$ cat src/shared/ass_pkg.sv
`default_nettype none
package ass_pkg;
  // ==========================================================
  // Register map
  localparam logic [7:0] ADDR_CTRL    = 8'h00;
  localparam logic [7:0] ADDR_STATUS  = 8'h04;
  localparam logic [7:0] ADDR_CLEAR   = 8'h08;
  localparam logic [7:0] ADDR_IRQ_EN  = 8'h0C;
  localparam logic [7:0] ADDR_RES_A   = 8'h10;
  localparam logic [7:0] ADDR_RES_B   = 8'h14;
  localparam logic [7:0] ADDR_RES_C   = 8'h18;
  localparam logic [7:0] ADDR_RES_D   = 8'h1C;
  // ==========================================================
  // Control and status fields
  localparam int CTRL_START_BIT = 0;
  localparam int CTRL_SCAN_BIT  = 1;
  localparam int CTRL_TRG_BIT   = 2;
  localparam int CTRL_TIME_LSB  = 4;
  localparam int STAT_END_BIT   = 0;
  localparam int STAT_BUSY_BIT  = 8;
  localparam logic [31:0] CTRL_RESET = 32'h0000_0000;
  localparam logic [1:0]  CTRL_WMASK_TIME = 2'h3;
  // ==========================================================
  // Conversion times in clock cycles, index by time field
  localparam logic [9:0] CONV_T0 = 10'h100;
  localparam logic [9:0] CONV_T1 = 10'h080;
  localparam logic [9:0] CONV_T2 = 10'h040;
  localparam logic [9:0] CONV_T3 = 10'h200;
  localparam int NUM_CH  = 4;
  localparam int RES_W   = 10;
endpackage
`default_nettype wire

$ cat src/shared/ass_conv_if.sv
`timescale 1ns/100ps
`default_nettype none
interface ass_conv_if;
  logic       start;
  logic [1:0] ch;
  logic [9:0] cycles;
  logic       done;
  logic [9:0] result;
  modport ctrl (output start, output ch, output cycles, input done, input result);
  modport conv (input start, input ch, input cycles, output done, output result);
endinterface
`default_nettype wire

$ cat src/core/ass_scan_top.sv
`timescale 1ns/100ps
`default_nettype none
module ass_scan_top (
  input  wire logic                               CLK_SYS,
  input  wire logic                               RESETN,
  input  wire logic [ass_pkg::NUM_CH*ass_pkg::RES_W-1:0] ANALOG_IN,
  input  wire logic                               TRIGGER_PIN,
  input  wire logic [31:0]                        HADDR,
  input  wire logic [1:0]                         HTRANS,
  input  wire logic                               HWRITE,
  input  wire logic [2:0]                         HSIZE,
  input  wire logic [31:0]                        HWDATA,
  input  wire logic                               HSEL,
  input  wire logic                               HREADY,
  output logic [31:0]                             HRDATA,
  output logic                                    HREADYOUT,
  output logic                                    HRESP,
  output logic                                    IRQ
);
  import ass_pkg::*;

  typedef enum {S_IDLE, S_ARM, S_CONV, S_WAIT} ass_state_t;

  ass_conv_if cv();
  ass_convert u_conv (
    .clk    (CLK_SYS),
    .rst_n  (RESETN),
    .analog (ANALOG_IN),
    .cv     (cv)
  );

  // ==========================================================
  // Trigger pin synchroniser
  logic [2:0] trg_sync_q;
  logic       trg_lvl_q;
  logic       trg_rise;
  always_ff @(posedge CLK_SYS or negedge RESETN) begin
    if (!RESETN) begin
      trg_sync_q <= 3'h0;
      trg_lvl_q  <= 1'b0;
    end else begin
      trg_sync_q <= {trg_sync_q[1:0], TRIGGER_PIN};
      if (trg_sync_q[1] == trg_sync_q[2]) begin
        trg_lvl_q <= trg_sync_q[2];
      end
    end
  end

  // ==========================================================
  // AHB-Lite slave, zero wait states
  logic        wr_pend_q, wr_pend_d;
  logic        rd_pend_d;
  logic [7:0]  addr_q, addr_d;
  logic        acc;
  logic        start_q, start_d;
  logic        scan_q, scan_d, trg_en_q, trg_en_d;
  logic [1:0]  time_q, time_d;
  logic        end_q, end_d, irq_en_q, irq_en_d;
  logic [9:0]  res_q [NUM_CH];
  logic [9:0]  res_d [NUM_CH];
  logic [31:0] rdata_d, rdata_q;
  logic        trg_prev_q;
  ass_state_t  st_q, st_d;
  logic [1:0]  ch_q, ch_d;
  logic        go;
  logic        scan_end;

  assign acc      = HSEL && HREADY && HTRANS[1];
  assign trg_rise = trg_lvl_q && !trg_prev_q;
  assign go       = trg_en_q && trg_rise;

  always_comb begin
    wr_pend_d = acc && HWRITE;
    rd_pend_d = acc && !HWRITE;
    addr_d    = acc ? HADDR[7:0] : addr_q;
    start_d   = start_q;
    scan_d    = scan_q;
    trg_en_d  = trg_en_q;
    time_d    = time_q;
    irq_en_d  = irq_en_q;
    end_d     = end_q;
    if (st_q == S_IDLE && go) begin
      start_d = 1'b1;
    end
    if (wr_pend_q && addr_q == ADDR_CTRL) begin
      start_d  = HWDATA[CTRL_START_BIT];
      scan_d   = HWDATA[CTRL_SCAN_BIT];
      trg_en_d = HWDATA[CTRL_TRG_BIT];
      time_d   = HWDATA[CTRL_TIME_LSB +: 2] & CTRL_WMASK_TIME;
    end
    if (wr_pend_q && addr_q == ADDR_IRQ_EN) begin
      irq_en_d = HWDATA[STAT_END_BIT];
    end
    if (wr_pend_q && addr_q == ADDR_CLEAR && HWDATA[STAT_END_BIT]) begin
      end_d = 1'b0;
    end
    if (scan_end) begin
      end_d = 1'b1;
    end
    if (scan_end && !scan_q) begin
      start_d = 1'b0;
    end
    rdata_d = 32'h0000_0000;
    if (rd_pend_d) begin
      unique case (HADDR[7:0])
        ADDR_CTRL:   rdata_d = {26'h0, time_q, 1'b0, trg_en_q, scan_q, start_q};
        ADDR_STATUS: rdata_d = {23'h0, (st_q != S_IDLE), 7'h0, end_q};
        ADDR_IRQ_EN: rdata_d = {31'h0, irq_en_q};
        ADDR_RES_A:  rdata_d = {22'h0, res_q[0]};
        ADDR_RES_B:  rdata_d = {22'h0, res_q[1]};
        ADDR_RES_C:  rdata_d = {22'h0, res_q[2]};
        ADDR_RES_D:  rdata_d = {22'h0, res_q[3]};
        default:     rdata_d = 32'h0000_0000;
      endcase
    end
  end

  // ==========================================================
  // Scan sequencer
  always_comb begin
    st_d     = st_q;
    ch_d     = ch_q;
    scan_end = 1'b0;
    for (int i = 0; i < NUM_CH; i++) begin
      res_d[i] = res_q[i];
    end
    unique case (st_q)
      S_IDLE: begin
        ch_d = 2'h0;
        if (start_q) begin
          st_d = S_ARM;
        end
      end
      S_ARM: begin
        st_d = S_CONV;
      end
      S_CONV: begin
        st_d = S_WAIT;
      end
      S_WAIT: begin
        if (cv.done) begin
          res_d[ch_q] = cv.result;
          if (ch_q == 2'h3 || !scan_q) begin
            scan_end = 1'b1;
            ch_d     = 2'h0;
            st_d     = (scan_q && start_q) ? S_CONV : S_IDLE;
          end else begin
            ch_d = ch_q + 2'h1;
            st_d = S_CONV;
          end
        end
      end
    endcase
  end

  assign cv.start  = (st_q == S_CONV);
  assign cv.ch     = ch_q;
  assign cv.cycles = (time_q == 2'h0) ? CONV_T0 :
                     (time_q == 2'h1) ? CONV_T1 :
                     (time_q == 2'h2) ? CONV_T2 : CONV_T3;

  always_ff @(posedge CLK_SYS or negedge RESETN) begin
    if (!RESETN) begin
      wr_pend_q  <= 1'b0;
      addr_q     <= 8'h00;
      start_q    <= CTRL_RESET[CTRL_START_BIT];
      scan_q     <= 1'b0;
      trg_en_q   <= 1'b0;
      time_q     <= 2'h0;
      irq_en_q   <= 1'b0;
      end_q      <= 1'b0;
      rdata_q    <= 32'h0000_0000;
      trg_prev_q <= 1'b0;
      st_q       <= S_IDLE;
      ch_q       <= 2'h0;
      for (int i = 0; i < NUM_CH; i++) begin
        res_q[i] <= 10'h000;
      end
    end else begin
      wr_pend_q  <= wr_pend_d;
      addr_q     <= addr_d;
      start_q    <= start_d;
      scan_q     <= scan_d;
      trg_en_q   <= trg_en_d;
      time_q     <= time_d;
      irq_en_q   <= irq_en_d;
      end_q      <= end_d;
      rdata_q    <= rdata_d;
      trg_prev_q <= trg_lvl_q;
      st_q       <= st_d;
      ch_q       <= ch_d;
      for (int i = 0; i < NUM_CH; i++) begin
        res_q[i] <= res_d[i];
      end
    end
  end

  assign HRDATA    = rdata_q;
  assign HREADYOUT = 1'b1;
  assign HRESP     = 1'b0;
  assign IRQ       = end_q && irq_en_q;

  // ==========================================================
  // Checks
  chk_end_sets: assert property (@(posedge CLK_SYS) disable iff (!RESETN)
    scan_end |=> end_q) else $error("End flag not set after scan.");
  chk_end_sticky: assert property (@(posedge CLK_SYS) disable iff (!RESETN)
    end_q && !(wr_pend_q && addr_q == ADDR_CLEAR) |=> end_q) else $error("End flag lost.");
  chk_irq_level: assert property (@(posedge CLK_SYS) disable iff (!RESETN)
    scan_end && irq_en_q && !(wr_pend_q && addr_q == ADDR_IRQ_EN) |=> IRQ)
    else $error("Interrupt not raised at scan end.");
  chk_trig_start: assert property (@(posedge CLK_SYS) disable iff (!RESETN)
    st_q == S_IDLE && go && !wr_pend_q |=> start_q ##1 st_q == S_ARM)
    else $error("Trigger did not start scan.");
  chk_ch_order: assert property (@(posedge CLK_SYS) disable iff (!RESETN)
    st_q == S_WAIT && cv.done && scan_q && ch_q != 2'h3 |=> ch_q == $past(ch_q) + 2'h1)
    else $error("Channel order broken.");
  chk_res_store: assert property (@(posedge CLK_SYS) disable iff (!RESETN)
    st_q == S_WAIT && cv.done |=> res_q[$past(ch_q)] == $past(cv.result))
    else $error("Result not stored.");
  chk_repeat: assert property (@(posedge CLK_SYS) disable iff (!RESETN)
    scan_end && scan_q && start_q |=> st_q == S_CONV) else $error("Scan did not repeat.");
  chk_conv_len: assert property (@(posedge CLK_SYS) disable iff (!RESETN)
    cv.start && time_q == 2'h1 |-> ##[128:130] cv.done) else $error("Conversion time wrong.");
endmodule
`default_nettype wire

$ cat src/core/ass_convert.sv
`timescale 1ns/100ps
`default_nettype none
module ass_convert (
  input  wire logic                                      clk,
  input  wire logic                                      rst_n,
  input  wire logic [ass_pkg::NUM_CH*ass_pkg::RES_W-1:0] analog,
  ass_conv_if.conv                                       cv
);
  import ass_pkg::*;
  // ==========================================================
  // Count-then-sample converter model of one channel at a time
  logic [9:0] cnt_q, cnt_d;
  logic       busy_q, busy_d, done_q, done_d;
  logic [9:0] res_q, res_d;

  always_comb begin
    cnt_d  = cnt_q;
    busy_d = busy_q;
    done_d = 1'b0;
    res_d  = res_q;
    if (!busy_q && cv.start) begin
      busy_d = 1'b1;
      cnt_d  = cv.cycles - 10'h001;
    end else if (busy_q) begin
      if (cnt_q == 10'h000) begin
        busy_d = 1'b0;
        done_d = 1'b1;
        res_d  = analog[cv.ch*RES_W +: RES_W];
      end else begin
        cnt_d = cnt_q - 10'h001;
      end
    end
  end

  always_ff @(posedge clk or negedge rst_n) begin
    if (!rst_n) begin
      cnt_q  <= 10'h000;
      busy_q <= 1'b0;
      done_q <= 1'b0;
      res_q  <= 10'h000;
    end else begin
      cnt_q  <= cnt_d;
      busy_q <= busy_d;
      done_q <= done_d;
      res_q  <= res_d;
    end
  end

  assign cv.done   = done_q;
  assign cv.result = res_q;
endmodule
`default_nettype wire

$ cat config.mk
export PLATFORM = sky130hd
export DESIGN_NAME = ass_scan_top
export DESIGN_NICKNAME = d
export VERILOG_FILES = /design/src/shared/ass_pkg.sv /design/src/shared/ass_conv_if.sv /design/src/core/ass_scan_top.sv /design/src/core/ass_convert.sv
export SDC_FILE = /design/constraint.sdc
export NUM_CORES = 1
export LEC_CHECK = 0
export ABC_AREA = 1
export BUFFER_PORTS_ARGS = -buffer_cell sky130_fd_sc_hd__buf_4
export CORE_MARGIN = 5
export CORE_UTILIZATION = 51
export CTS_BUF_LIST = sky130_fd_sc_hd__clkbuf_4 sky130_fd_sc_hd__clkbuf_8 sky130_fd_sc_hd__clkbuf_16
export DETAILED_ROUTE_END_ITERATION = 10
export GPL_ROUTABILITY_DRIVEN = 1
export MAX_ROUTING_LAYER = met4
export PLACE_DENSITY = 0.89
export RECOVER_POWER = 100
export SYNTH_ARGS = -nofsm -noshare
export SYNTH_HDL_FRONTEND = slang
export SYNTH_SLANG_ARGS = --single-unit
$ cat constraint.sdc
create_clock -name CLK_SYS -period 1.7 [get_ports CLK_SYS]
set_input_delay 0.34 -clock CLK_SYS [delete_from_list [all_inputs] [get_ports CLK_SYS]]
set_output_delay 0.34 -clock CLK_SYS [all_outputs]
set_load 0.05 [all_outputs]
**After elaboration in Yosys (flattened, before gate mapping)**

Index checks and enable logic that the tools add are counted.

- Logic and storage cells: 120
- Bits of input ports: 115
- Output and inout port bits: 35
- Bits in registers: 149

- $lt $le $gt $ge: 2
- Reductions and logical operators: 37
- Eq/ne operators: 19
- Multiply operators: 1
- Add/subtract/negate cells: 3
- Bitwise gates (word level): 2
- Multiplexer cells: 33
- Shifts and indexed selects: 1

Operator list:

| operator | number |
|---|---|
| $pmux 32 s4 | 1 |
| $mux 10 | 8 |
| $pmux 10 s7 | 1 |
| $eq 32x2->1 const B | 2 |
| $logic_not 32->1 | 2 |
| $mux 32 | 2 |
| $bwmux 40 | 1 |
| $shiftx 40x7->10 | 1 |
| $eq 32x1->1 const B | 1 |
| $eq 32x3->1 const B | 1 |
| $eq 8x5->1 const B | 4 |
| $reduce_bool 32->1 | 1 |
| $eq 8x4->1 const B | 3 |
| $demux 10 s2 | 1 |
| $sub 10x1->10 const B | 2 |
| $logic_and 1x1->1 | 16 |
| $logic_not 8->1 | 2 |
| $mux 1 | 14 |
| $logic_not 10->1 | 1 |
| $eq 8x3->1 const B | 1 |
| $mux 2 | 4 |
| $reduce_and 2->1 | 4 |
| $reduce_bool 2->1 | 3 |
| $mul 2x3->5 const B | 1 |
| other kinds (16) | 21 |

**Depth between registers and ports, before layout**

- Depth after elaboration: 7
- Depth in mapped cells: 11

**By module**

A second synthesis with hierarchy kept.

- Cells, all modules: 671
- Area, all modules: 5202.5 sq um

Modules (own cells, without submodules):

| module | instances | cells each | area an instance (sq um) |
|---|---|---|---|
| ass_scan_top | 1 | 426 | 3582.2 |
| ass_convert | 1 | 245 | 1620.3 |

**Least setup slack after synthesis**

No wires, ideal clock.

- Kind: register -> register
- From: register u_conv.busy_q
- To: register u_conv.cnt_q[8]
- Required time: 1.583 ns
- Arrival time: 1.420 ns
- Clock period less this slack: 1.537 ns
- Cell stages (with the launch flop): 11
- Setup slack: 0.163 ns
- Path buffers: 1
- Cell sequence: dfrtp_1 -> inv_1 -> nand3_2 -> buf_6 -> nand2_1 -> ha_1 -> nand2_1 -> nor2_2 -> nand3_1 -> nand3_1 -> nand2_1

- Cells in the longest elaborated chain, start to end: 4
- Elaborated cells on any way between the ends: 6

RTL lines:

| item | RTL line | RTL |
|---|---|---|
| from (decl) | ass_convert.sv:13 | `logic busy_q, busy_d, done_q, done_d;` |
| from (signal assigned) | ass_convert.sv:43 | `busy_q <= busy_d;` |
| $logic_not 1->1 | ass_convert.sv:21 | `if (!busy_q && cv.start) begin` |
| $logic_and 1x1->1 | ass_convert.sv:21 |  |
| $ne 2x1->1 (no line) or $reduce_bool 2->1 (tied branches) | n/a |  |
| $reduce_and 2->1 (no line) | n/a |  |
| to (signal assigned) | ass_convert.sv:42 | `cnt_q <= cnt_d;` |
| to (decl) | ass_convert.sv:12 | `logic [9:0] cnt_q, cnt_d;` |

Several ways; a longest one is shown, not always the timed one.
A chain may end at the register's enable or synchronous reset.

**Worst setup path in the final report**

- From: register st_q[0]
- To: register u_conv.cnt_q[8]

- Cells in the longest elaborated chain, start to end: 4
- Elaborated cells on any way between the ends: 6

RTL lines:

| item | RTL line | RTL |
|---|---|---|
| from (decl) | ass_scan_top.sv:63 | `ass_state_t st_q, st_d;` |
| from (signal assigned) | ass_scan_top.sv:190 | `st_q <= st_d;` |
| $eq 32x3->1 (*) | ass_scan_top.sv:156 | `assign cv.start = (st_q == S_CONV);` |
| $logic_and 1x1->1 (*) | ass_convert.sv:21 |  |
| $ne 2x1->1 (no line) or $reduce_bool 2->1 (tied branches) | n/a |  |
| $reduce_and 2->1 (no line) | n/a |  |

Every way passes the cells marked *; elsewhere a longest branch is shown, timed or not.

==> metrics.yaml <==
status: "completed"
hold_viol_final: 0
start_util_pct: 52.1
wirelength_um: 11300
synth_cells: 599
clock-sinks: 97
dp.cells: 792
clockRootBuffer: "clkbuf_8"
rows: 35
ys_seq_elements: 97
synth_commonest_cells: "nand2_1 (143), dfrtp_1 (97), o21ai_0 (86)"
grt_max_degree: 35
hpwl_um: 8310
slowest_delay_ns: 0.45
worstPathMaxFanout: 12
cts_tree: "done"
drc: 0
synth_seq_area_share_pct: 50.4
vias_per_cell: 5.21
place_congestion: 0.868
route.vias.total: 4212
worstSetupPathType: "reg -> reg"
worst_slack_ns: 0.106
io_pins: 150
layout-drive-gt1-share_pct: 16.0
rsz0062_at_grt: "no"
num_antenna_cells: 0
synth_flop_cell: "dfrtp_1"
clk-insertion-delay-late_ns: 0.36
antenna_found_initial: 0
yosysUniqueCellTypes: 30
syn_to_final_growth_pct: 16.7
pre_cts_slack_ns: -0.00662
period_needed_ns: 1.59
core_mm2: 0.00924
synth_top_area_share_pct: 50.4
ant_nets: 0
setup_viol: 0
synthArstFlopShare_pct: 100
clk_path_buf_depth: 2
h-tree-depth: 3
max_freq_mhz: 627
max_cap_violations: 0
grt_usage_pct: 20.9
overflow: 0
end_kind: "register"
wire_per_inst_um: 14.0
grt_pass1_wl_um: 18900
die_h_um: 107
synth_edf_count: 0
synth_warnings: 0
post-route-util_pct: 60.8
final_cells: 809
synth.most_common_cell: "nand2_1"
maxSlewViolCount: 0
fin_nets: 795
ir_drop_mv: 0.445
firstDrtPassIters: 5
syn_avg_cell_area_um2: 8.04
critical_path_arrival_ns: 1.85
worst_setup_path_start_kind: "register"
numCtsBuffers: 9
path_cells: "inv_1, nand3_2, buf_4, o21ai_0, nand2_1, nor2_1, nand3_1, nand3_1, nand2_1"
fin_crit_sh_pct: 93.8
grt_pass1_vias: 4141
worst_slew_pin_slew_ns: 0.840
clk_pin_slew_worst_paths_ns: 0.09
slew_headroom_pct: 44.0
power.leakage_uw: 0.00286
first_iter_violations: 329
port_buffers: 70
chipWidth_um: 107
dieArea_mm2: 0.0115
cp.required_ns: 1.96
crit_slowest_cell: "dfrtp_2"
power_density_mw_per_mm2: 1050
finClkSkew_ns: 0.00792
syn_area_mm2: 0.00482
ys_top_cells_by_area: "dfrtp_1 (50%), nand2_1 (11%), o21ai_0 (8.9%), nand3_1 (5.4%), nor2_1 (4.4%)"
synth.largest_area_cell: "dfrtp_1"
hold_path_class: "in -> reg"
-- stage by stage --
| step | hold slack (ns) | total power [µW] | instance area, µm² | TNS [ns] |
|---|---|---|---|---|
| detailed placement | 0.203 | 4500 | 5470 | -0.00662 |
| global route | 0.106 | 6260 | 5620 | 0 |
| global placement | 0.202 | 4370 | 5470 | 0 |
| floorplan | 0.0444 | 4030 | 4900 | 0 |
| finish | 0.113 | 5890 | 5620 | 0 |
| CTS | 0.0856 | 5900 | 5680 | 0 |
-- per-layer routing --
layer,up-vias,wire [µm],GRT usage (%)
met4,0,316,9.95
met1,1971,4740,26.0
met3,30,652,2.29
li1,2037,-,-
met5,-,0,-
met2,174,5630,34.3
-- critical path, delay by kind of cell (launching register included) --
family,cells,cell delay (ns)
and+or+nand+nor,6,0.66
DFF,1,0.45
AOI/OAI and AO/OA,1,0.09
buffers and inverters,2,0.30
-- area by class of cell --
| cell class | instances | area, µm² |
|---|---|---|
| inverters | 57 | 214 |
| well taps | 129 | 161 |
| repair buffers | 88 | 652 |
| fillers | 752 | 3620 |
| flip-flops and latches | 97 | 2430 |
| multi-input cells | 422 | 1970 |
| clock inverters | 4 | 26.3 |
| clock buffers | 12 | 165 |
-- path summary, 6_finish.rpt --
path                               start               to  slack [ns]  cells past startpoint
max                              st_q[0]  u_conv.cnt_q[8]        0.11                      9
min                          TRIGGER_PIN    trg_sync_q[0]        0.11                      1
max reg2reg                      st_q[0]  u_conv.cnt_q[8]        0.11                      9
min reg2reg                trg_sync_q[0]    trg_sync_q[1]        0.36                      0
max in group asynchronous         RESETN        res_q[15]        0.28                      3
min in group asynchronous         RESETN        HRDATA[7]        0.60                      2
-- cell families (layout without fill, tap and decap cells) --
family,after synthesis,in the layout,synth area share (%)
AND/OR/NAND/NOR,278,278,25.3
multiplexers,1,1,0.234
other,2,24,0.156
AO/OA/AOI/OAI,111,111,11.8
XOR/XNOR,2,2,0.364
adder cells (fa/ha/maj),6,6,1.51
buffers and inverters,102,161,10.2
flip-flops,97,97,50.4
-- power breakdown --
part           switching [µW]  internal, µW
clock network             770           650
logic                    1020           521
registers                 252          2680
total                    2040          3850
-- cells in the final DEF (no fill, tap or decap), types with 3 or more instances in the layout --
cell      count
o21ai_0      93
nand2_1     144
clkbuf_1     11
nor2_1       58
clkbuf_4      4
buf_12        3
conb_1       24
dfrtp_1      95
a21oi_1       5
clkbuf_8     12
o22ai_1      10
nor2_2        3
nor3_1        4
nand4_1       7
buf_4        66
inv_1        54
ha_1          5
nor2_4        3
nand3_1      53
-- timing repair --
| action | CTS | global route |
|---|---|---|
| gates resized for setup | 0 | 3 |
| buffers inserted | 0 | 0 |
| hold endpoints to repair | 10 | 0 |
| endpoints found under the setup margin | 0 | 2 |
| hold buffers | 1 | 0 |
-- flip-flops by register name, summed over array words and instances (netlist names), 2 cells and up --
register          flops
res_q                40
HRDATA               10
u_conv.cnt_q         10
u_conv.cv.result     10
addr_q                8
trg_sync_q            3
ch_q                  2
st_q                  2
time_q                2
(Power assumes the default switching activity.)
